File: src/inc/dtc_pkg.sv
// Purpose: constants shared by the dual timer/counter block
// Assumes: 8-bit special-function-register access port, 200 MHz system clock
// Notes: counts, offsets and field positions are named here once
package dtc_pkg;
    // register addresses
    localparam logic [7:0] ADDR_TIMER_RUN_AND_FLAG_CONTROL = 8'h88;
    localparam logic [7:0] ADDR_TIMER_MODE_SETUP = 8'h89;
    localparam logic [7:0] ADDR_LOWER_COUNT_BYTE_A = 8'h8A;
    localparam logic [7:0] ADDR_LOWER_COUNT_BYTE_B = 8'h8B;
    localparam logic [7:0] ADDR_UPPER_COUNT_BYTE_A = 8'h8C;
    localparam logic [7:0] ADDR_UPPER_COUNT_BYTE_B = 8'h8D;
    localparam logic [7:0] ADDR_CLOCK_DIVIDER_CONTROL = 8'h8E;
    // control register bit positions
    localparam int BIT_OVERFLOW_FLAG_B = 7;
    localparam int BIT_RUN_CONTROL_B = 6;
    localparam int BIT_OVERFLOW_FLAG_A = 5;
    localparam int BIT_RUN_CONTROL_A = 4;
    localparam int BIT_EXT_IRQ_FLAG_B = 3;
    localparam int BIT_EXT_IRQ_TYPE_B = 2;
    localparam int BIT_EXT_IRQ_FLAG_A = 1;
    localparam int BIT_EXT_IRQ_TYPE_A = 0;
    // mode register: timer a in low nibble, timer b in high nibble
    localparam int MODE_NIBBLE_B = 4;
    localparam int BIT_GATE = 3;
    localparam int BIT_COUNT_SOURCE = 2;
    localparam int BIT_MODE_HIGH = 1;
    localparam int BIT_MODE_LOW = 0;
    // clock divider control bit positions
    localparam int BIT_TIMER_A_CLOCK_DIVIDE_SELECT = 3;
    localparam int BIT_TIMER_B_CLOCK_DIVIDE_SELECT = 4;
    // reset values
    localparam logic [7:0] RESET_CONTROL = 8'h00;
    localparam logic [7:0] RESET_MODE = 8'h00;
    localparam logic [7:0] RESET_COUNT = 8'h00;
    localparam logic [7:0] RESET_DIVIDER = 8'h00;
    localparam logic [7:0] UNMAPPED_READ = 8'hFF;
    // tick dividers in system clocks
    localparam int DIVIDE_FAST = 4;
    localparam int DIVIDE_SLOW = 12;
    localparam logic [3:0] DIVIDE_FAST_LAST = 4'(DIVIDE_FAST - 1);
    localparam logic [3:0] DIVIDE_SLOW_LAST = 4'(DIVIDE_SLOW - 1);
    localparam logic [4:0] PRESCALE_LAST = 5'h1F;
    // counting modes
    typedef enum logic [1:0] {
        DTC_MODE_13BIT,
        DTC_MODE_16BIT,
        DTC_MODE_RELOAD,
        DTC_MODE_SPLIT
    } dtc_mode_e;
endpackage

File: src/core/dtc_top.sv
// Purpose: two timer/counters with run, gate, mode and external interrupt flags
// Assumes: pins synchronous to clk_i; single-cycle register write and read strobes
// Notes: power-down freezing is done by holding clk_i, idle leaves it running
`timescale 1ns/1ps
module dtc_top (
    input wire logic clk_i,
    input wire logic rst_n_i,
    input wire logic [7:0] reg_addr_i,
    input wire logic [7:0] reg_wdata_i,
    input wire logic reg_wr_i,
    input wire logic reg_bit_wr_i,
    input wire logic [2:0] reg_bit_sel_i,
    input wire logic reg_rd_i,
    input wire logic vector_timer_a_i,
    input wire logic vector_timer_b_i,
    input wire logic vector_ext_a_i,
    input wire logic vector_ext_b_i,
    input wire logic count_pin_a_i,
    input wire logic count_pin_b_i,
    input wire logic ext_int_pin_a_n_i,
    input wire logic ext_int_pin_b_n_i,
    input wire logic sleep_cpu_request_i,
    output logic [7:0] reg_rdata_o,
    output logic overflow_flag_a_o,
    output logic overflow_flag_b_o,
    output logic ext_irq_flag_a_o,
    output logic ext_irq_flag_b_o
);
    logic [7:0] timer_run_and_flag_control;
    logic [7:0] timer_mode_setup;
    logic [7:0] clock_divider_control;
    logic [7:0] lower_count_byte_a;
    logic [7:0] upper_count_byte_a;
    logic [7:0] lower_count_byte_b;
    logic [7:0] upper_count_byte_b;
    logic [3:0] div_cnt_a;
    logic [3:0] div_cnt_b;
    logic tick_a;
    logic tick_b;
    logic [1:0] sync_cnt_a;
    logic [1:0] sync_cnt_b;
    logic [1:0] sync_int_a;
    logic [1:0] sync_int_b;
    logic prev_cnt_a;
    logic prev_cnt_b;
    logic prev_int_a;
    logic prev_int_b;
    logic step_a;
    logic step_b;
    logic step_th_a;
    logic ovf_a;
    logic ovf_b;
    logic ovf_th_a;
    logic set_ie_a;
    logic set_ie_b;
    logic [7:0] next_control;
    logic [7:0] next_lo_a;
    logic [7:0] next_hi_a;
    logic [7:0] next_lo_b;
    logic [7:0] next_hi_b;
    logic [7:0] next_rdata;
    logic [7:0] wr_merge;
    dtc_pkg::dtc_mode_e mode_a;
    dtc_pkg::dtc_mode_e mode_b;

    // idle keeps this block clocked, so sleep_cpu_request_i changes nothing here
    wire unused_idle = sleep_cpu_request_i;

    assign mode_a = dtc_pkg::dtc_mode_e'(timer_mode_setup[dtc_pkg::BIT_MODE_HIGH:dtc_pkg::BIT_MODE_LOW]);
    assign mode_b = dtc_pkg::dtc_mode_e'(timer_mode_setup[dtc_pkg::MODE_NIBBLE_B + dtc_pkg::BIT_MODE_HIGH:
        dtc_pkg::MODE_NIBBLE_B + dtc_pkg::BIT_MODE_LOW]);

    // pin synchronisers; the first stage feeds only the second
    always_ff @(posedge clk_i) begin
        if (!rst_n_i) begin
            sync_cnt_a <= 2'h3;
            sync_cnt_b <= 2'h3;
            sync_int_a <= 2'h3;
            sync_int_b <= 2'h3;
        end else begin
            sync_cnt_a <= {sync_cnt_a[0], count_pin_a_i};
            sync_cnt_b <= {sync_cnt_b[0], count_pin_b_i};
            sync_int_a <= {sync_int_a[0], ext_int_pin_a_n_i};
            sync_int_b <= {sync_int_b[0], ext_int_pin_b_n_i};
        end
    end

    // previous synchronised levels for falling edge detection
    always_ff @(posedge clk_i) begin
        if (!rst_n_i) begin
            prev_cnt_a <= 1'b1;
            prev_cnt_b <= 1'b1;
            prev_int_a <= 1'b1;
            prev_int_b <= 1'b1;
        end else begin
            prev_cnt_a <= sync_cnt_a[1];
            prev_cnt_b <= sync_cnt_b[1];
            prev_int_a <= sync_int_a[1];
            prev_int_b <= sync_int_b[1];
        end
    end

    // internal tick dividers, one per timer
    always_ff @(posedge clk_i) begin
        if (!rst_n_i) begin
            div_cnt_a <= 4'h0;
            div_cnt_b <= 4'h0;
        end else begin
            div_cnt_a <= tick_a ? 4'h0 : div_cnt_a + 4'h1;
            div_cnt_b <= tick_b ? 4'h0 : div_cnt_b + 4'h1;
        end
    end

    // a divider change takes effect at once; >= ticks at once instead of wrapping through 15 after 12 -> 4
    assign tick_a = div_cnt_a >= (clock_divider_control[dtc_pkg::BIT_TIMER_A_CLOCK_DIVIDE_SELECT] ?
        dtc_pkg::DIVIDE_FAST_LAST : dtc_pkg::DIVIDE_SLOW_LAST);
    assign tick_b = div_cnt_b >= (clock_divider_control[dtc_pkg::BIT_TIMER_B_CLOCK_DIVIDE_SELECT] ?
        dtc_pkg::DIVIDE_FAST_LAST : dtc_pkg::DIVIDE_SLOW_LAST);

    // count enables: source select, run bit and optional gate on the interrupt pin
    always_comb begin
        step_a = (timer_mode_setup[dtc_pkg::BIT_COUNT_SOURCE] ? (prev_cnt_a & ~sync_cnt_a[1]) : tick_a)
            & timer_run_and_flag_control[dtc_pkg::BIT_RUN_CONTROL_A]
            & (~timer_mode_setup[dtc_pkg::BIT_GATE] | sync_int_a[1]);
        step_b = (timer_mode_setup[dtc_pkg::MODE_NIBBLE_B + dtc_pkg::BIT_COUNT_SOURCE] ?
            (prev_cnt_b & ~sync_cnt_b[1]) : tick_b)
            & timer_run_and_flag_control[dtc_pkg::BIT_RUN_CONTROL_B]
            & (~timer_mode_setup[dtc_pkg::MODE_NIBBLE_B + dtc_pkg::BIT_GATE] | sync_int_b[1]);
        // split upper byte of timer a: internal ticks only, timer b's run bit
        step_th_a = tick_a & timer_run_and_flag_control[dtc_pkg::BIT_RUN_CONTROL_B];
    end

    // timer a next count and overflow
    always_comb begin
        next_lo_a = lower_count_byte_a;
        next_hi_a = upper_count_byte_a;
        ovf_a = 1'b0;
        ovf_th_a = 1'b0;
        case (mode_a)
            dtc_pkg::DTC_MODE_13BIT: begin
                if (step_a) begin
                    next_lo_a = {3'h0, lower_count_byte_a[4:0] + 5'h01};
                    if (lower_count_byte_a[4:0] == dtc_pkg::PRESCALE_LAST) begin
                        next_hi_a = upper_count_byte_a + 8'h01;
                        ovf_a = upper_count_byte_a == 8'hFF;
                    end
                end
            end
            dtc_pkg::DTC_MODE_16BIT: begin
                if (step_a) begin
                    {next_hi_a, next_lo_a} = {upper_count_byte_a, lower_count_byte_a} + 16'h0001;
                    ovf_a = {upper_count_byte_a, lower_count_byte_a} == 16'hFFFF;
                end
            end
            dtc_pkg::DTC_MODE_RELOAD: begin
                if (step_a) begin
                    ovf_a = lower_count_byte_a == 8'hFF;
                    next_lo_a = ovf_a ? upper_count_byte_a : lower_count_byte_a + 8'h01;
                end
            end
            dtc_pkg::DTC_MODE_SPLIT: begin
                if (step_a) begin
                    next_lo_a = lower_count_byte_a + 8'h01;
                    ovf_a = lower_count_byte_a == 8'hFF;
                end
                if (step_th_a) begin
                    next_hi_a = upper_count_byte_a + 8'h01;
                    ovf_th_a = upper_count_byte_a == 8'hFF;
                end
            end
            default: begin
                next_lo_a = lower_count_byte_a;
            end
        endcase
    end

    // timer b next count and overflow; split mode holds it
    always_comb begin
        next_lo_b = lower_count_byte_b;
        next_hi_b = upper_count_byte_b;
        ovf_b = 1'b0;
        case (mode_b)
            dtc_pkg::DTC_MODE_13BIT: begin
                if (step_b) begin
                    next_lo_b = {3'h0, lower_count_byte_b[4:0] + 5'h01};
                    if (lower_count_byte_b[4:0] == dtc_pkg::PRESCALE_LAST) begin
                        next_hi_b = upper_count_byte_b + 8'h01;
                        ovf_b = upper_count_byte_b == 8'hFF;
                    end
                end
            end
            dtc_pkg::DTC_MODE_16BIT: begin
                if (step_b) begin
                    {next_hi_b, next_lo_b} = {upper_count_byte_b, lower_count_byte_b} + 16'h0001;
                    ovf_b = {upper_count_byte_b, lower_count_byte_b} == 16'hFFFF;
                end
            end
            dtc_pkg::DTC_MODE_RELOAD: begin
                if (step_b) begin
                    ovf_b = lower_count_byte_b == 8'hFF;
                    next_lo_b = ovf_b ? upper_count_byte_b : lower_count_byte_b + 8'h01;
                end
            end
            dtc_pkg::DTC_MODE_SPLIT: begin
                next_lo_b = lower_count_byte_b;
            end
            default: begin
                next_lo_b = lower_count_byte_b;
            end
        endcase
    end

    // external interrupt set conditions: falling edge when type is 1, low level when 0
    assign set_ie_a = timer_run_and_flag_control[dtc_pkg::BIT_EXT_IRQ_TYPE_A] ?
        (prev_int_a & ~sync_int_a[1]) : ~sync_int_a[1];
    assign set_ie_b = timer_run_and_flag_control[dtc_pkg::BIT_EXT_IRQ_TYPE_B] ?
        (prev_int_b & ~sync_int_b[1]) : ~sync_int_b[1];

    // single-bit writes touch only the selected bit
    always_comb begin
        wr_merge = timer_run_and_flag_control;
        if (reg_bit_wr_i) begin
            wr_merge[reg_bit_sel_i] = reg_wdata_i[0];
        end else begin
            wr_merge = reg_wdata_i;
        end
    end

    // control register: software write, then vector clears, then hardware sets win
    always_comb begin
        next_control = timer_run_and_flag_control;
        if ((reg_wr_i | reg_bit_wr_i) && reg_addr_i == dtc_pkg::ADDR_TIMER_RUN_AND_FLAG_CONTROL) begin
            next_control = wr_merge;
        end
        if (vector_timer_a_i) begin
            next_control[dtc_pkg::BIT_OVERFLOW_FLAG_A] = 1'b0;
        end
        if (vector_timer_b_i) begin
            next_control[dtc_pkg::BIT_OVERFLOW_FLAG_B] = 1'b0;
        end
        if (vector_ext_a_i && timer_run_and_flag_control[dtc_pkg::BIT_EXT_IRQ_TYPE_A]) begin
            next_control[dtc_pkg::BIT_EXT_IRQ_FLAG_A] = 1'b0;
        end
        if (vector_ext_b_i && timer_run_and_flag_control[dtc_pkg::BIT_EXT_IRQ_TYPE_B]) begin
            next_control[dtc_pkg::BIT_EXT_IRQ_FLAG_B] = 1'b0;
        end
        if (!timer_run_and_flag_control[dtc_pkg::BIT_EXT_IRQ_TYPE_A]) begin
            next_control[dtc_pkg::BIT_EXT_IRQ_FLAG_A] = set_ie_a;
        end else if (set_ie_a) begin
            next_control[dtc_pkg::BIT_EXT_IRQ_FLAG_A] = 1'b1;
        end
        if (!timer_run_and_flag_control[dtc_pkg::BIT_EXT_IRQ_TYPE_B]) begin
            next_control[dtc_pkg::BIT_EXT_IRQ_FLAG_B] = set_ie_b;
        end else if (set_ie_b) begin
            next_control[dtc_pkg::BIT_EXT_IRQ_FLAG_B] = 1'b1;
        end
        if (ovf_a) begin
            next_control[dtc_pkg::BIT_OVERFLOW_FLAG_A] = 1'b1;
        end
        if (ovf_b | ovf_th_a) begin
            next_control[dtc_pkg::BIT_OVERFLOW_FLAG_B] = 1'b1;
        end
    end

    // control register state
    always_ff @(posedge clk_i) begin
        if (!rst_n_i) begin
            timer_run_and_flag_control <= dtc_pkg::RESET_CONTROL;
        end else begin
            timer_run_and_flag_control <= next_control;
        end
    end

    // mode and divider registers, byte writes only
    always_ff @(posedge clk_i) begin
        if (!rst_n_i) begin
            timer_mode_setup <= dtc_pkg::RESET_MODE;
            clock_divider_control <= dtc_pkg::RESET_DIVIDER;
        end else if (reg_wr_i) begin
            if (reg_addr_i == dtc_pkg::ADDR_TIMER_MODE_SETUP) begin
                timer_mode_setup <= reg_wdata_i;
            end
            if (reg_addr_i == dtc_pkg::ADDR_CLOCK_DIVIDER_CONTROL) begin
                clock_divider_control <= reg_wdata_i;
            end
        end
    end

    // count registers; a software write to a byte overrides counting that cycle
    always_ff @(posedge clk_i) begin
        if (!rst_n_i) begin
            lower_count_byte_a <= dtc_pkg::RESET_COUNT;
            upper_count_byte_a <= dtc_pkg::RESET_COUNT;
            lower_count_byte_b <= dtc_pkg::RESET_COUNT;
            upper_count_byte_b <= dtc_pkg::RESET_COUNT;
        end else begin
            lower_count_byte_a <= (reg_wr_i && reg_addr_i == dtc_pkg::ADDR_LOWER_COUNT_BYTE_A) ? reg_wdata_i : next_lo_a;
            upper_count_byte_a <= (reg_wr_i && reg_addr_i == dtc_pkg::ADDR_UPPER_COUNT_BYTE_A) ? reg_wdata_i : next_hi_a;
            lower_count_byte_b <= (reg_wr_i && reg_addr_i == dtc_pkg::ADDR_LOWER_COUNT_BYTE_B) ? reg_wdata_i : next_lo_b;
            upper_count_byte_b <= (reg_wr_i && reg_addr_i == dtc_pkg::ADDR_UPPER_COUNT_BYTE_B) ? reg_wdata_i : next_hi_b;
        end
    end

    // read mux; the divider's bits beyond the two select bits read back as ones
    always_comb begin
        case (reg_addr_i)
            dtc_pkg::ADDR_TIMER_RUN_AND_FLAG_CONTROL: next_rdata = timer_run_and_flag_control;
            dtc_pkg::ADDR_TIMER_MODE_SETUP: next_rdata = timer_mode_setup;
            dtc_pkg::ADDR_LOWER_COUNT_BYTE_A: next_rdata = lower_count_byte_a;
            dtc_pkg::ADDR_LOWER_COUNT_BYTE_B: next_rdata = lower_count_byte_b;
            dtc_pkg::ADDR_UPPER_COUNT_BYTE_A: next_rdata = upper_count_byte_a;
            dtc_pkg::ADDR_UPPER_COUNT_BYTE_B: next_rdata = upper_count_byte_b;
            dtc_pkg::ADDR_CLOCK_DIVIDER_CONTROL: next_rdata = clock_divider_control | 8'hE7;
            default: next_rdata = dtc_pkg::UNMAPPED_READ;
        endcase
    end

    // registered read data and flag outputs
    always_ff @(posedge clk_i) begin
        if (!rst_n_i) begin
            reg_rdata_o <= dtc_pkg::UNMAPPED_READ;
            overflow_flag_a_o <= 1'b0;
            overflow_flag_b_o <= 1'b0;
            ext_irq_flag_a_o <= 1'b0;
            ext_irq_flag_b_o <= 1'b0;
        end else begin
            if (reg_rd_i) begin
                reg_rdata_o <= next_rdata;
            end
            overflow_flag_a_o <= next_control[dtc_pkg::BIT_OVERFLOW_FLAG_A];
            overflow_flag_b_o <= next_control[dtc_pkg::BIT_OVERFLOW_FLAG_B];
            ext_irq_flag_a_o <= next_control[dtc_pkg::BIT_EXT_IRQ_FLAG_A];
            ext_irq_flag_b_o <= next_control[dtc_pkg::BIT_EXT_IRQ_FLAG_B];
        end
    end

    // power-down: clk_i is stopped upstream, every register here simply holds
endmodule

File: config.mk
export PLATFORM = sky130hd
export DESIGN_NAME = dtc_top
export DESIGN_NICKNAME = d
export VERILOG_FILES = /design/src/inc/dtc_pkg.sv /design/src/core/dtc_top.sv
export SDC_FILE = /design/constraint.sdc
export NUM_CORES = 1
export LEC_CHECK = 0
export BUFFER_PORTS_ARGS = -buffer_cell sky130_fd_sc_hd__buf_4
export CELL_PAD_IN_SITES_DETAIL_PLACEMENT = 1
export CELL_PAD_IN_SITES_GLOBAL_PLACEMENT = 1
export CORE_MARGIN = 10
export CORE_UTILIZATION = 41
export DETAILED_ROUTE_END_ITERATION = 7
export GPL_ROUTABILITY_DRIVEN = 0
export PLACE_DENSITY = 0.75
export SETUP_SLACK_MARGIN = 0.3
export SYNTH_ARGS = -nofsm -noshare
export SYNTH_HDL_FRONTEND = slang
export SYNTH_SLANG_ARGS = --single-unit
File: constraint.sdc
create_clock -name clk_i -period 2.1 [get_ports clk_i]
set_input_delay 0.21 -clock clk_i [delete_from_list [all_inputs] [get_ports clk_i]]
set_output_delay 0.21 -clock clk_i [all_outputs]
set_load 0.03 [all_outputs]
**Word level (Yosys, flattened, before mapping)**

Index checks and enable logic that the tools add are counted.

- Add/sub/neg operators: 10
- Order comparisons: 4
- Equal/unequal tests: 36
- Multiplexer cells: 58
- Bitwise gates (word level): 20
- Reduce and logical (&&, ||, !) cells: 21

Operators by type and width:

| cell | count |
|---|---|
| 8-bit 2-to-1 mux | 22 |
| 8-bit equality test (second input constant) | 11 |
| 8-bit case mux with 7 select lines | 1 |
| 8-bit case mux with 3 select lines | 2 |
| 3-bit inequality test (second input constant) | 14 |
| 16-bit by 1-bit adder with 16-bit output (second input constant) | 2 |
| 8-bit by 1-bit adder with 8-bit output (second input constant) | 4 |
| 16-bit equality test (second input constant) | 2 |
| 8-bit case mux with 4 select lines | 1 |
| 1-bit 2-to-1 mux | 25 |
| 8-bit case mux with 2 select lines | 1 |
| 4-bit AND reduction | 3 |
| 5-bit by 1-bit adder with 5-bit output (second input constant) | 2 |
| 5-bit equality test (second input constant) | 2 |
| 1-bit bitwise AND | 9 |
| 4-bit by 1-bit adder with 4-bit output (second input constant) | 2 |
| 8-bit bitwise mux | 1 |
| 2-bit equality test (second input constant) | 4 |
| 4-bit greater-or-equal comparator | 2 |
| 1-bit logical AND | 8 |
| 4-bit 2-to-1 mux | 2 |
| 1-bit NOT | 7 |
| 1-bit case mux with 3 select lines | 2 |
| 2-bit OR reduction | 3 |
| 11 further kinds | 17 |

- Flip-flop bits (word level): 85
- Input port bits: 33
- Output and inout bits: 12
- Word-level logic and storage cells: 172

**Logic depth before layout (Yosys ltp)**

Gate-level depths: netlist (run 1).

- Depth after elaboration: 10
- Mapped depth: 10
- Mapped depth without buffers: 9

**Least setup slack after synthesis (run 1)**

No wires, ideal clock.

- Path kind: in2reg
- Start: in reg_addr_i[4]
- End: reg lower_count_byte_a[3]
- Setup time: 0.128 ns
- Arrival: 1.978 ns
- Data required time: 1.972 ns
- Setup slack: -0.005 ns
- Cell stages on the path: 9
- Buffers on the path: 3
- Path through: or3b_1 -> buf_2 -> or2_1 -> buf_2 -> or4_4 -> buf_6 -> o21ai_1 -> a2bb2oi_1 -> nor2_1

- Longest elaborated chain between the ends: 4
- Elaborated cells on any way between the ends: 8

Ends and longest elaborated chain:

| what | line | source |
|---|---|---|
| start, declared | dtc_top.sv:8 | `input wire logic [7:0] reg_addr_i,` |
| 8-bit equality test (*) | dtc_top.sv:297 | `lower_count_byte_a <= (reg_wr_i && reg_addr_i == dtc_pkg::ADDR_LOWER_COUNT_BYTE_A) ? reg_wdata_i : next_lo_a;` |
| 1-bit logical AND (*) | dtc_top.sv:297 |  |
| 3-bit inequality test (no line) | - |  |
| 4-bit AND reduction (no line) | - |  |
| end signal, assigned | dtc_top.sv:292 | `lower_count_byte_a <= dtc_pkg::RESET_COUNT;` |
| end signal, assigned | dtc_top.sv:297 |  |
| end, declared | dtc_top.sv:32 | `logic [7:0] lower_count_byte_a;` |

Mark *: on every way between the ends. The rest lies on a longest branch, timed or not.
A chain may end at the register's enable or synchronous reset.

**Final worst setup path (run 1)**

- Start: reg timer_mode_setup[0]
- End: reg lower_count_byte_a[6]

- Longest elaborated chain between the ends: 3
- Elaborated cells on any way between the ends: 11

Ends and longest elaborated chain:

| what | line | source |
|---|---|---|
| start, declared | dtc_top.sv:30 | `logic [7:0] timer_mode_setup;` |
| start signal, assigned | dtc_top.sv:277 | `timer_mode_setup <= dtc_pkg::RESET_MODE;` |
| start signal, assigned | dtc_top.sv:281 | `timer_mode_setup <= reg_wdata_i;` |
| 2-bit by 1-bit equality test with 1-bit output, or another cell as far along | dtc_top.sv:139 | `case (mode_a)` |
| 3-bit inequality test (no line) / 8-bit case mux with 4 select lines (equally long branches) | - |  |
| 4-bit AND reduction (no line) / 8-bit 2-to-1 mux (equally long branches) | - |  |

Parallel ways exist; a longest one is shown, timed or not.

==> flow_summary.toml, run 1 <==
[status]
outcome = "finished clean"

[final_layout]
utilization = 0.602
drive_gt1_frac = 0.371
nFillCells = 1333
final_cell_mix = "119 x buf_4, 56 x nor2_1, 54 x dfxtp_1, 39 x nand2_1, 34 x a21oi_1"
syn_to_final_growth_pct = 42.3
fin_nets = 769
num_antenna_cells = 0
layout_commonest_cell = "buf_4"

[floorplanning]
fp-row-count = 39
initial_core_util = 0.423
core_mm2 = 0.0115
die_x_um = 129
top_level_ports = 45
die-area_mm2 = 0.0166
die_h_um = 129

[timing]
finalMaxSlewViolations = 0
hold_violations = 0
period_needed_ns = 2.01
fmaxAchievable_ghz = 0.497
relSlewSlack = 0.522
fin_crit_sh = 0.959
worst_pin_slew_ns = 0.699
hold-worst-slack_ns = 0.0263
rsz0062_at_grt = "yes"
finClkSkew_ns = 0.00860
tns_ns = 0
setup_viol = 0

[clock_network]
cts_buffers = 9
clk_latency_ns = 0.36
cts_tree = "built"
cts_root_buffer = "clkbuf_16"
clk_pin_slew_ns = 0.07
cts_max_level = 3
cts.sinks = 78
clockBufferDepth = 2

[global_routing]
grt_max_degree = 44
grt_usage = 0.252
grt_pass1_vias = 5806
antenna_found_initial = 0
overflow = 0
grt_pass1_wl_um = 32700

[setup_path]
reg2reg_depth = 9
path_max_fanout = 5
startpoint = "timer_mode_setup[0]$_SDFFE_PN0P_"
worst_path_max_delay_cell = "dfxtp_4"
crit_required_ns = 2.39
worst_ep_arrival_time_ns = 2.31
crit_type = "flop to flop"
critPathMaxStageDelay_ns = 0.36
worstReg2RegEnd = "lower_count_byte_a[6]$_SDFFE_PN0P_"
cp_top_family = "simple AND/OR/NAND/NOR gates"
path_cells = "buf_4 -> ha_4 -> buf_4 -> nor4_4 -> a21oi_4 -> buf_6 -> nor4_2 -> a21oi_1 -> a21oi_1"
worst_r2r_startpoint = "timer_mode_setup[0]$_SDFFE_PN0P_"
path_buf_inv = 3
reg2reg_slack_ns = 0.09
cp-end-kind = "flop"
crit_path_start_kind = "flop"

[drt]
initialDrtViolationCount = 570
wirelength_um = 23300
drt-vias-per-instance = 6.69
vias = 5786
drc = 0
dr.pass1.iters = 5
ant_nets = 0
detail_route.wl_per_cell_um = 27.0

[power_and_ir_drop]
leakagePower_nw = 2.60
peakVddDrop_v = 0.000358
power_w = 0.00353
powerDensity_mw_per_mm2 = 509

[synth]
avgSynthCellArea_um2 = 8.08
syn_area_mm2 = 0.00487
synth.distinct_cells = 69
synth_fp_nets = 655
syn_inst = 603
yosysWarnings = 0
yosys_most_used_dff = "dfxtp_1"
synth-edff-count = 0
ys_ff_latch = 78
ys_async_sr_fraction = 0
yosysSeqAreaShare = 0.320

[flow_run]
max_cap_viol_count = 0

[worst_hold_path]
min_to = "sync_cnt_b[0]$_SDFF_PN1_"
min_from = "count_pin_b_i"
hold_depth = 2
min_path_type = "primary input to flop"

[placement]
dp_hpwl_um = 14100
port_buffers = 43
-- flip-flops by register name (all words and copies together), names as in the netlist, 2 cells and up, named ones only --
register	cells
lower_count_byte_a	8
lower_count_byte_b	8
reg_rdata_o	8
timer_mode_setup	8
upper_count_byte_a	8
upper_count_byte_b	8
div_cnt_a	4
div_cnt_b	4
timer_run_and_flag_control	4
clock_divider_control	2
sync_cnt_a	2
sync_cnt_b	2
sync_int_a	2
sync_int_b	2
-- synthesized netlist by cell type (3+ instances only) --
library cell | instances | area (µm²)
nor2b_1 | 8 | 50.1
o21ai_0 | 31 | 155
a221o_1 | 3 | 30.0
nand4_1 | 10 | 62.6
clkbuf_1 | 21 | 78.8
nor4_1 | 11 | 68.8
dfxtp_1 | 78 | 1560
nand3_1 | 35 | 175
a221oi_1 | 7 | 61.3
nand2_1 | 42 | 158
a31oi_1 | 3 | 18.8
mux2i_1 | 26 | 260
or2_1 | 3 | 18.8
a211oi_1 | 10 | 75.1
a21oi_1 | 39 | 195
inv_1 | 22 | 82.6
o211ai_1 | 8 | 60.1
buf_2 | 6 | 30.0
xnor2_1 | 16 | 140
nor2_1 | 60 | 225
xor2_1 | 4 | 35.0
ha_1 | 19 | 238
and3_1 | 6 | 37.5
a211o_1 | 3 | 26.3
nand2b_1 | 20 | 125
o21a_1 | 4 | 30.0
nor3b_1 | 3 | 22.5
a311oi_1 | 3 | 26.3
o32a_1 | 4 | 40.0
or3_1 | 7 | 43.8
nor3_1 | 18 | 90.1
o22ai_1 | 11 | 68.8
mux2_2 | 4 | 45.0
a21boi_0 | 3 | 22.5
a22oi_1 | 5 | 37.5
a21o_1 | 5 | 37.5
buf_6 | 3 | 33.8
-- worst register-to-register path: stages (launching register included) --
cell and delay (ns):
dfxtp_4 0.36, buf_4 0.14, ha_4 0.15, buf_4 0.16, nor4_4 0.31, a21oi_4 0.08, buf_6 0.15, nor4_2 0.33
a21oi_1 0.10, a21oi_1 0.16
-- cell type report --
| cell class | instances | area (µm²) | area share |
|---|---|---|---|
| repair buffers | 133 | 1060 | 0.153 |
| clock buffers | 11 | 243 | 0.0350 |
| clock inverters | 5 | 63.8 | 0.00921 |
| multi-input cells | 473 | 3680 | 0.532 |
| inverters | 22 | 87.6 | 0.0126 |
| well taps | 143 | 179 | 0.0258 |
| flip-flops and latches | 78 | 1610 | 0.233 |
-- worst max-delay path by stage --
stage	cells past startpoint	to	slack [ns]
after floorplan	9	lower_count_byte_a[3]$_SDFFE_PN0P_	0.003
final	9	lower_count_byte_a[6]$_SDFFE_PN0P_	0.09
after global routing	9	upper_count_byte_b[7]$_SDFFE_PN0P_	0.008
after detailed placement	7	lower_count_byte_b[2]$_SDFFE_PN0P_	-0.10
after CTS	7	lower_count_byte_a[5]$_SDFFE_PN0P_	0.22
after global placement	7	lower_count_byte_b[1]$_SDFFE_PN0P_	0.001
-- through the flow --
stage / instances / area [µm²] / setup slack [ns]
CTS: 849 / 6570 / 0.215
global placement: 813 / 5710 / 0.000987
global route: 865 / 6930 / 0.00841
floorplan: 603 / 4940 / 0.00259
finish: 865 / 6930 / 0.0870
detailed placement: 813 / 5710 / -0.102
-- per-layer routing --
metal | up-vias | track usage | share of wire
met5 | - | 0 | 0
li1 | 2459 | - | -
met4 | 0 | 0.122 | 0.055
met3 | 120 | 0.0591 | 0.10
met1 | 2856 | 0.311 | 0.39
met2 | 351 | 0.406 | 0.46
-- timing repair --
action / 4_1_cts / 5_1_grt
pin swaps: 47 / 38
setup buffers: 18 / 16
hold endpoints to repair: 0 / 0
resized for setup: 96 / 60
setup endpoints to repair: 35 / 37
hold buffers: 0 / 0
gates cloned: 2 / 0
-- where the power goes --
group          switching [W]  internal (W)  total [W]
sequential         0.0000234       0.00149    0.00152
combinational       0.000187      0.000118   0.000305
clock               0.000736      0.000968    0.00170
total               0.000946       0.00258    0.00353
-- kinds of logic after synthesis --
kind of cell    Yosys count  share of synthesized area
fa+ha+maj                19                     0.0488
simple gates            236                      0.244
compound gates          165                      0.232
flops                    78                      0.320
buf+inv                  53                     0.0470
mux                      32                     0.0719
xor+xnor                 20                     0.0360
(Power assumes the default switching activity.)
==> inputs of run 2 (changes only) <==
--- a/config.mk
+++ b/config.mk
@@ -9,10 +9,11 @@
 export CELL_PAD_IN_SITES_DETAIL_PLACEMENT = 1
 export CELL_PAD_IN_SITES_GLOBAL_PLACEMENT = 1
 export CORE_MARGIN = 10
-export CORE_UTILIZATION = 41
+export CORE_UTILIZATION = 30
+export CTS_BUF_LIST = sky130_fd_sc_hd__clkbuf_16
 export DETAILED_ROUTE_END_ITERATION = 7
 export GPL_ROUTABILITY_DRIVEN = 0
-export PLACE_DENSITY = 0.75
+export PLACE_DENSITY = 0.58
 export SETUP_SLACK_MARGIN = 0.3
 export SYNTH_ARGS = -nofsm -noshare
 export SYNTH_HDL_FRONTEND = slang
==> flow_summary.toml, run 2 (synthesis results as in run 1) <==
[final_layout]
final_cell_mix = "131 x buf_4, 56 x nor2_1, 51 x dfxtp_1, 40 x nand2_1, 32 x a21oi_1"
nFillCells = 1871
drive_gt1_frac = 0.383
fin_nets = 778
num_antenna_cells = 0
layout_commonest_cell = "buf_4"
utilization = 0.448
multi_input_area_mm2 = 0.00372
syn_to_final_growth_pct = 45.9
seq_area_mm2 = 0.00161

[setup_path]
critPathMaxStageDelay_ns = 0.37
cp-end-kind = "flop"
cp_top_family = "compound AO/OA/AOI/OAI gates"
path_buf_inv = 2
worst_path_max_delay_cell = "dfxtp_4"
reg2reg_depth = 8
path_max_fanout = 8
crit_required_ns = 2.32
crit_cells = 8
path_cells = "buf_4 -> ha_4 -> inv_4 -> a211o_1 -> o221ai_4 -> nor4b_2 -> xnor2_1 -> a21oi_1"
crit_path_start_kind = "flop"
crit_type = "flop to flop"
worst_ep_arrival_time_ns = 2.12

[global_routing]
grt_max_degree = 24
antenna_found_initial = 0
grt_pass1_vias = 5470
grt_usage = 0.189
use_met1 = 0.257
overflow = 0
met2_usage = 0.293
grt-busiest-layer = "met2"
use_met3 = 0.0418
grt_pass1_wl_um = 32300

[power_and_ir_drop]
p_comb_frac = 0.086
powerDensity_mw_per_mm2 = 486
power_w = 0.00345
switching_share = 0.264
clkPwrFrac = 0.474
p_int_w = 0.00254
switchingPower_w = 0.000913
peakVddDrop_v = 0.000348
seqPwrFrac = 0.440
leakagePower_nw = 2.67

[drt]
detail_route.wl_per_cell_um = 22.1
drt-vias-per-instance = 5.57
drc = 0
initialDrtViolationCount = 368
ant_nets = 0
vias = 5271
dr.pass1.iters = 5
wirelength_um = 20900

[timing]
fmaxAchievable_ghz = 0.527
finClkSkew_ns = 0.00489
hold_violations = 0
rsz0062_at_grt = "yes"
relSlewSlack = 0.681
worst_pin_slew_ns = 0.466
fin_crit_sh = 0.903
finalMaxSlewViolations = 0
setup_ws_ns = 0.203
setup_viol = 0
period_needed_ns = 1.90
hold-worst-slack_ns = 0.0354

[worst_hold_path]
hold_depth = 2
min_path_type = "primary input to flop"

[placement]
dpl_worst_slack_ns = -0.0578
port_buffers = 43
dp_hpwl_um = 15100

[flow_run]
max_cap_viol_count = 0

[floorplanning]
initial_core_util = 0.307
fp-row-count = 46
die_x_um = 147
die-area_mm2 = 0.0217
die_h_um = 147
core_mm2 = 0.0159
top_level_ports = 45

[clock_network]
clk_pin_slew_ns = 0.07
clockBufferDepth = 2
cts_tree = "built"
cts_root_buffer = "clkbuf_16"
cts_buffers = 9
cts_max_level = 3
cts.sinks = 78
clk_latency_ns = 0.35

[status]
outcome = "finished clean"
run 2: cell types whose count changed in the layout (fill, tap and decap cells not counted), moves of 3 or more:
cell / delta
buf_4: +12
dfxtp_2: +6
a21oi_2: +3
buf_6: -3
dfxtp_1: -3
dfxtp_4: -3
ha_2: -3
run 2: worst paths after layout:
kind,from,endpoint,slack [ns]
min,ext_int_pin_a_n_i,sync_int_a[0]$_SDFF_PN1_,0.04
min reg2reg,sync_int_b[0]$_SDFF_PN1_,sync_int_b[1]$_SDFF_PN1_,0.41
max reg2reg,timer_mode_setup[0]$_SDFFE_PN0P_,upper_count_byte_a[5]$_SDFFE_PN0P_,0.20
max,timer_mode_setup[0]$_SDFFE_PN0P_,upper_count_byte_a[5]$_SDFFE_PN0P_,0.20
run 2: layer usage:
layer  wire [µm]  part of all wire  vias to the layer above
met5           0                 0                        -
met4         291             0.014                        0
met3        1170             0.056                       20
met2        9630              0.46                      145
met1        9830              0.47                     2633
li1            -                 -                     2473
run 2: cell type report:
class                      instances  area share
clock buffer                       9      0.0317
inverter                          22      0.0130
multi-input combinational        473       0.524
sequential                        78       0.227
clock inverter                     7      0.0100
timing repair buffer             142       0.157
tap                              216      0.0380
run 2: power groups by stage:
| stage | registers [W] | clock network [W] | logic [W] |
|---|---|---|---|
| floorplan | 0.00155 | 0 | 0.000132 |
| global placement | 0.00155 | 0 | 0.000271 |
| detailed placement | 0.00155 | 0 | 0.000277 |
| CTS | 0.00152 | 0.00166 | 0.000286 |
| global route | 0.00152 | 0.00174 | 0.000321 |
| finish | 0.00152 | 0.00164 | 0.000297 |
run 2: per-stage QoR:
| step | cell area, µm² | cells | TNS [ns] |
|---|---|---|---|
| 2_1_floorplan | 4940 | 603 | 0 |
| 3_3_place_gp | 5880 | 899 | -0.0502 |
| 3_5_place_dp | 5880 | 899 | -0.191 |
| 4_1_cts | 6730 | 936 | 0 |
| 5_1_grt | 7110 | 947 | 0 |
| 6_report | 7110 | 947 | 0 |
run 2: worst reg2reg max path, delay by kind of cell (launching register included):
kind,cells,cell delay (ns)
AOI/OAI and AO/OA,3,0.45
xor gates and xnor gates,1,0.16
adders and majority gates,1,0.19
buffers and inverters,2,0.23
DFF,1,0.37
and+or+nand+nor,1,0.36
run 2: repair_timing:
item / CTS / global route
pin swaps: 35 / 35
hold buffers: 0 / 0
cloned: 2 / 0
gates resized for setup: 91 / 68
hold endpoints to repair: 0 / 0
endpoints found under the setup margin: 34 / 39
buffers inserted: 19 / 11
==> inputs of run 3 (changes only) <==
--- a/config.mk
+++ b/config.mk
@@ -5,15 +5,15 @@
 export SDC_FILE = /design/constraint.sdc
 export NUM_CORES = 1
 export LEC_CHECK = 0
-export BUFFER_PORTS_ARGS = -buffer_cell sky130_fd_sc_hd__buf_4
 export CELL_PAD_IN_SITES_DETAIL_PLACEMENT = 1
 export CELL_PAD_IN_SITES_GLOBAL_PLACEMENT = 1
 export CORE_MARGIN = 10
 export CORE_UTILIZATION = 30
 export CTS_BUF_LIST = sky130_fd_sc_hd__clkbuf_16
 export DETAILED_ROUTE_END_ITERATION = 7
+export DONT_BUFFER_PORTS = 1
 export GPL_ROUTABILITY_DRIVEN = 0
-export PLACE_DENSITY = 0.58
+export PLACE_DENSITY = 0.54
 export SETUP_SLACK_MARGIN = 0.3
 export SYNTH_ARGS = -nofsm -noshare
 export SYNTH_HDL_FRONTEND = slang
==> flow_summary.toml, run 3 (synthesis results as in run 1) <==
[status]
outcome = "finished clean"

[flow_run]
max_cap_viol_count = 0

[clock_network]
cts_max_level = 3
cts_tree = "built"
clk_latency_ns = 0.36
cts.sinks = 78
cts_root_buffer = "clkbuf_16"
cts_buffers = 9
clockBufferDepth = 2
clk_pin_slew_ns = 0.06

[setup_path]
worst_ep_arrival_time_ns = 2.13
path_max_fanout = 2
crit_type = "flop to flop"
crit_required_ns = 2.34
cp-end-kind = "flop"
crit_path_start_kind = "flop"

[timing]
relSlewSlack = 0.297
fin_crit_sh = 0.900
setup_viol = 0
rsz0062_at_grt = "yes"
hold-worst-slack_ns = 0.000849
worst_pin_slew_ns = 1.05
fmaxAchievable_ghz = 0.529
finClkSkew_ns = 0.0104
finalMaxSlewViolations = 0
period_needed_ns = 1.89
hold_violations = 0
tns_ns = 0

[power_and_ir_drop]
switching_share = 0.259
p_int_w = 0.00240
peakVddDrop_v = 0.000432
leakagePower_nw = 2.41
switchingPower_w = 0.000840
seqPwrFrac = 0.470
p_comb_frac = 0.055
powerDensity_mw_per_mm2 = 480
clkPwrFrac = 0.475

[drt]
drt-vias-per-instance = 5.65
dr.pass1.iters = 4
ant_nets = 0
drc = 0
wirelength_um = 20900
vias = 5128
initialDrtViolationCount = 348
detail_route.wl_per_cell_um = 23.0

[final_layout]
final_area_mm2 = 0.00675
utilization = 0.425
final_cells = 907
nFillCells = 1878
drive_gt1_frac = 0.321
final_cell_mix = "76 x buf_4, 56 x nor2_1, 56 x dfxtp_1, 39 x nand2_1, 36 x a21oi_1"
fin_nets = 738
syn_to_final_growth_pct = 38.6
layout_commonest_cell = "buf_4"
num_antenna_cells = 0

[floorplanning]
top_level_ports = 45
core_mm2 = 0.0159
die_x_um = 147
die_h_um = 147
die-area_mm2 = 0.0217
initial_core_util = 0.307
fp-row-count = 46

[global_routing]
antenna_found_initial = 0
grt_pass1_vias = 5405
grt_usage = 0.189
grt_pass1_wl_um = 32100
grt_max_degree = 25
overflow = 0

[worst_hold_path]
min_path_type = "primary input to flop"

[placement]
dpl_cell_area_mm2 = 0.00551
dp_hpwl_um = 14700
port_buffers = 0
dp_cells = 849
run 3: cell types whose count changed in the layout (fill, tap and decap cells not counted), moves of 3 or more:
cell / change
buf_6: +6
nor4_4: -3
a221oi_2: -3
dfxtp_2: -6
dlygate4sd3_1: +10
buf_4: -55
a21oi_2: -5
dfxtp_1: +5
a21oi_1: +4
run 3: repair_timing:
action                                  4_1_cts  5_1_grt
resized for setup                           102       46
endpoints found under the setup margin       33       34
buffers inserted                             22        8
cloned                                        2        0
pin swaps                                    52       28
hold buffers                                  9        1
hold endpoints to repair                     27        1
run 3: metrics by stage:
stage          setup slack [ns]  total power, W
2_1_floorplan           0.00259         0.00168
3_3_place_gp             0.0668         0.00168
3_5_place_dp            0.00273         0.00169
4_1_cts                   0.183         0.00327
5_1_grt                   0.111         0.00336
6_report                  0.210         0.00324
run 3: layer usage:
layer,vias to the layer above,track usage,routed length [µm],share of wire
met4,0,0.0530,425,0.020
met2,145,0.306,9760,0.47
met3,27,0.0510,1670,0.080
met5,-,0,0,0
li1,2413,-,-,-
met1,2543,0.242,9050,0.43
run 3: power by group through the flow:
stage	Clock [W]	Sequential [W]	Combinational, W
CTS	0.00158	0.00153	0.000169
global route	0.00163	0.00152	0.000197
finish	0.00154	0.00152	0.000177
global placement	0	0.00156	0.000124
detailed placement	0	0.00156	0.000128
floorplan	0	0.00155	0.000132
run 3: area by class of cell:
| class | count | area, µm² | area share |
|---|---|---|---|
| clock buffers | 9 | 225 | 0.0334 |
| clock inverters | 7 | 56.3 | 0.00834 |
| inverters | 22 | 90.1 | 0.0133 |
| multi-input cells | 473 | 3650 | 0.541 |
| flip-flops and latches | 78 | 1610 | 0.238 |
| well taps | 216 | 270 | 0.0400 |
| repair buffers | 102 | 851 | 0.126 |
run 3: final timing paths:
path                                         startpoint                            endpoint  slack, ns  cells after the start
setup reg to reg  clock_divider_control[4]$_SDFFE_PN0P_  lower_count_byte_b[5]$_SDFFE_PN0P_       0.21                      8
hold reg to reg                sync_cnt_b[0]$_SDFF_PN1_            sync_cnt_b[1]$_SDFF_PN1_       0.41                      1
setup / recovery  clock_divider_control[4]$_SDFFE_PN0P_  lower_count_byte_b[5]$_SDFFE_PN0P_       0.21                      8
hold / removal                           reg_wdata_i[3]  lower_count_byte_a[3]$_SDFFE_PN0P_     0.0008                      2
run 3: critical path, cell delays in order, from the launching register on:
cell	delay [ns]
dfxtp_4	0.36
ha_4	0.26
o21a_1	0.13
or3_4	0.15
a21oi_4	0.05
or2_4	0.26
a2111oi_4	0.35
buf_4	0.18
nor2_2	0.03
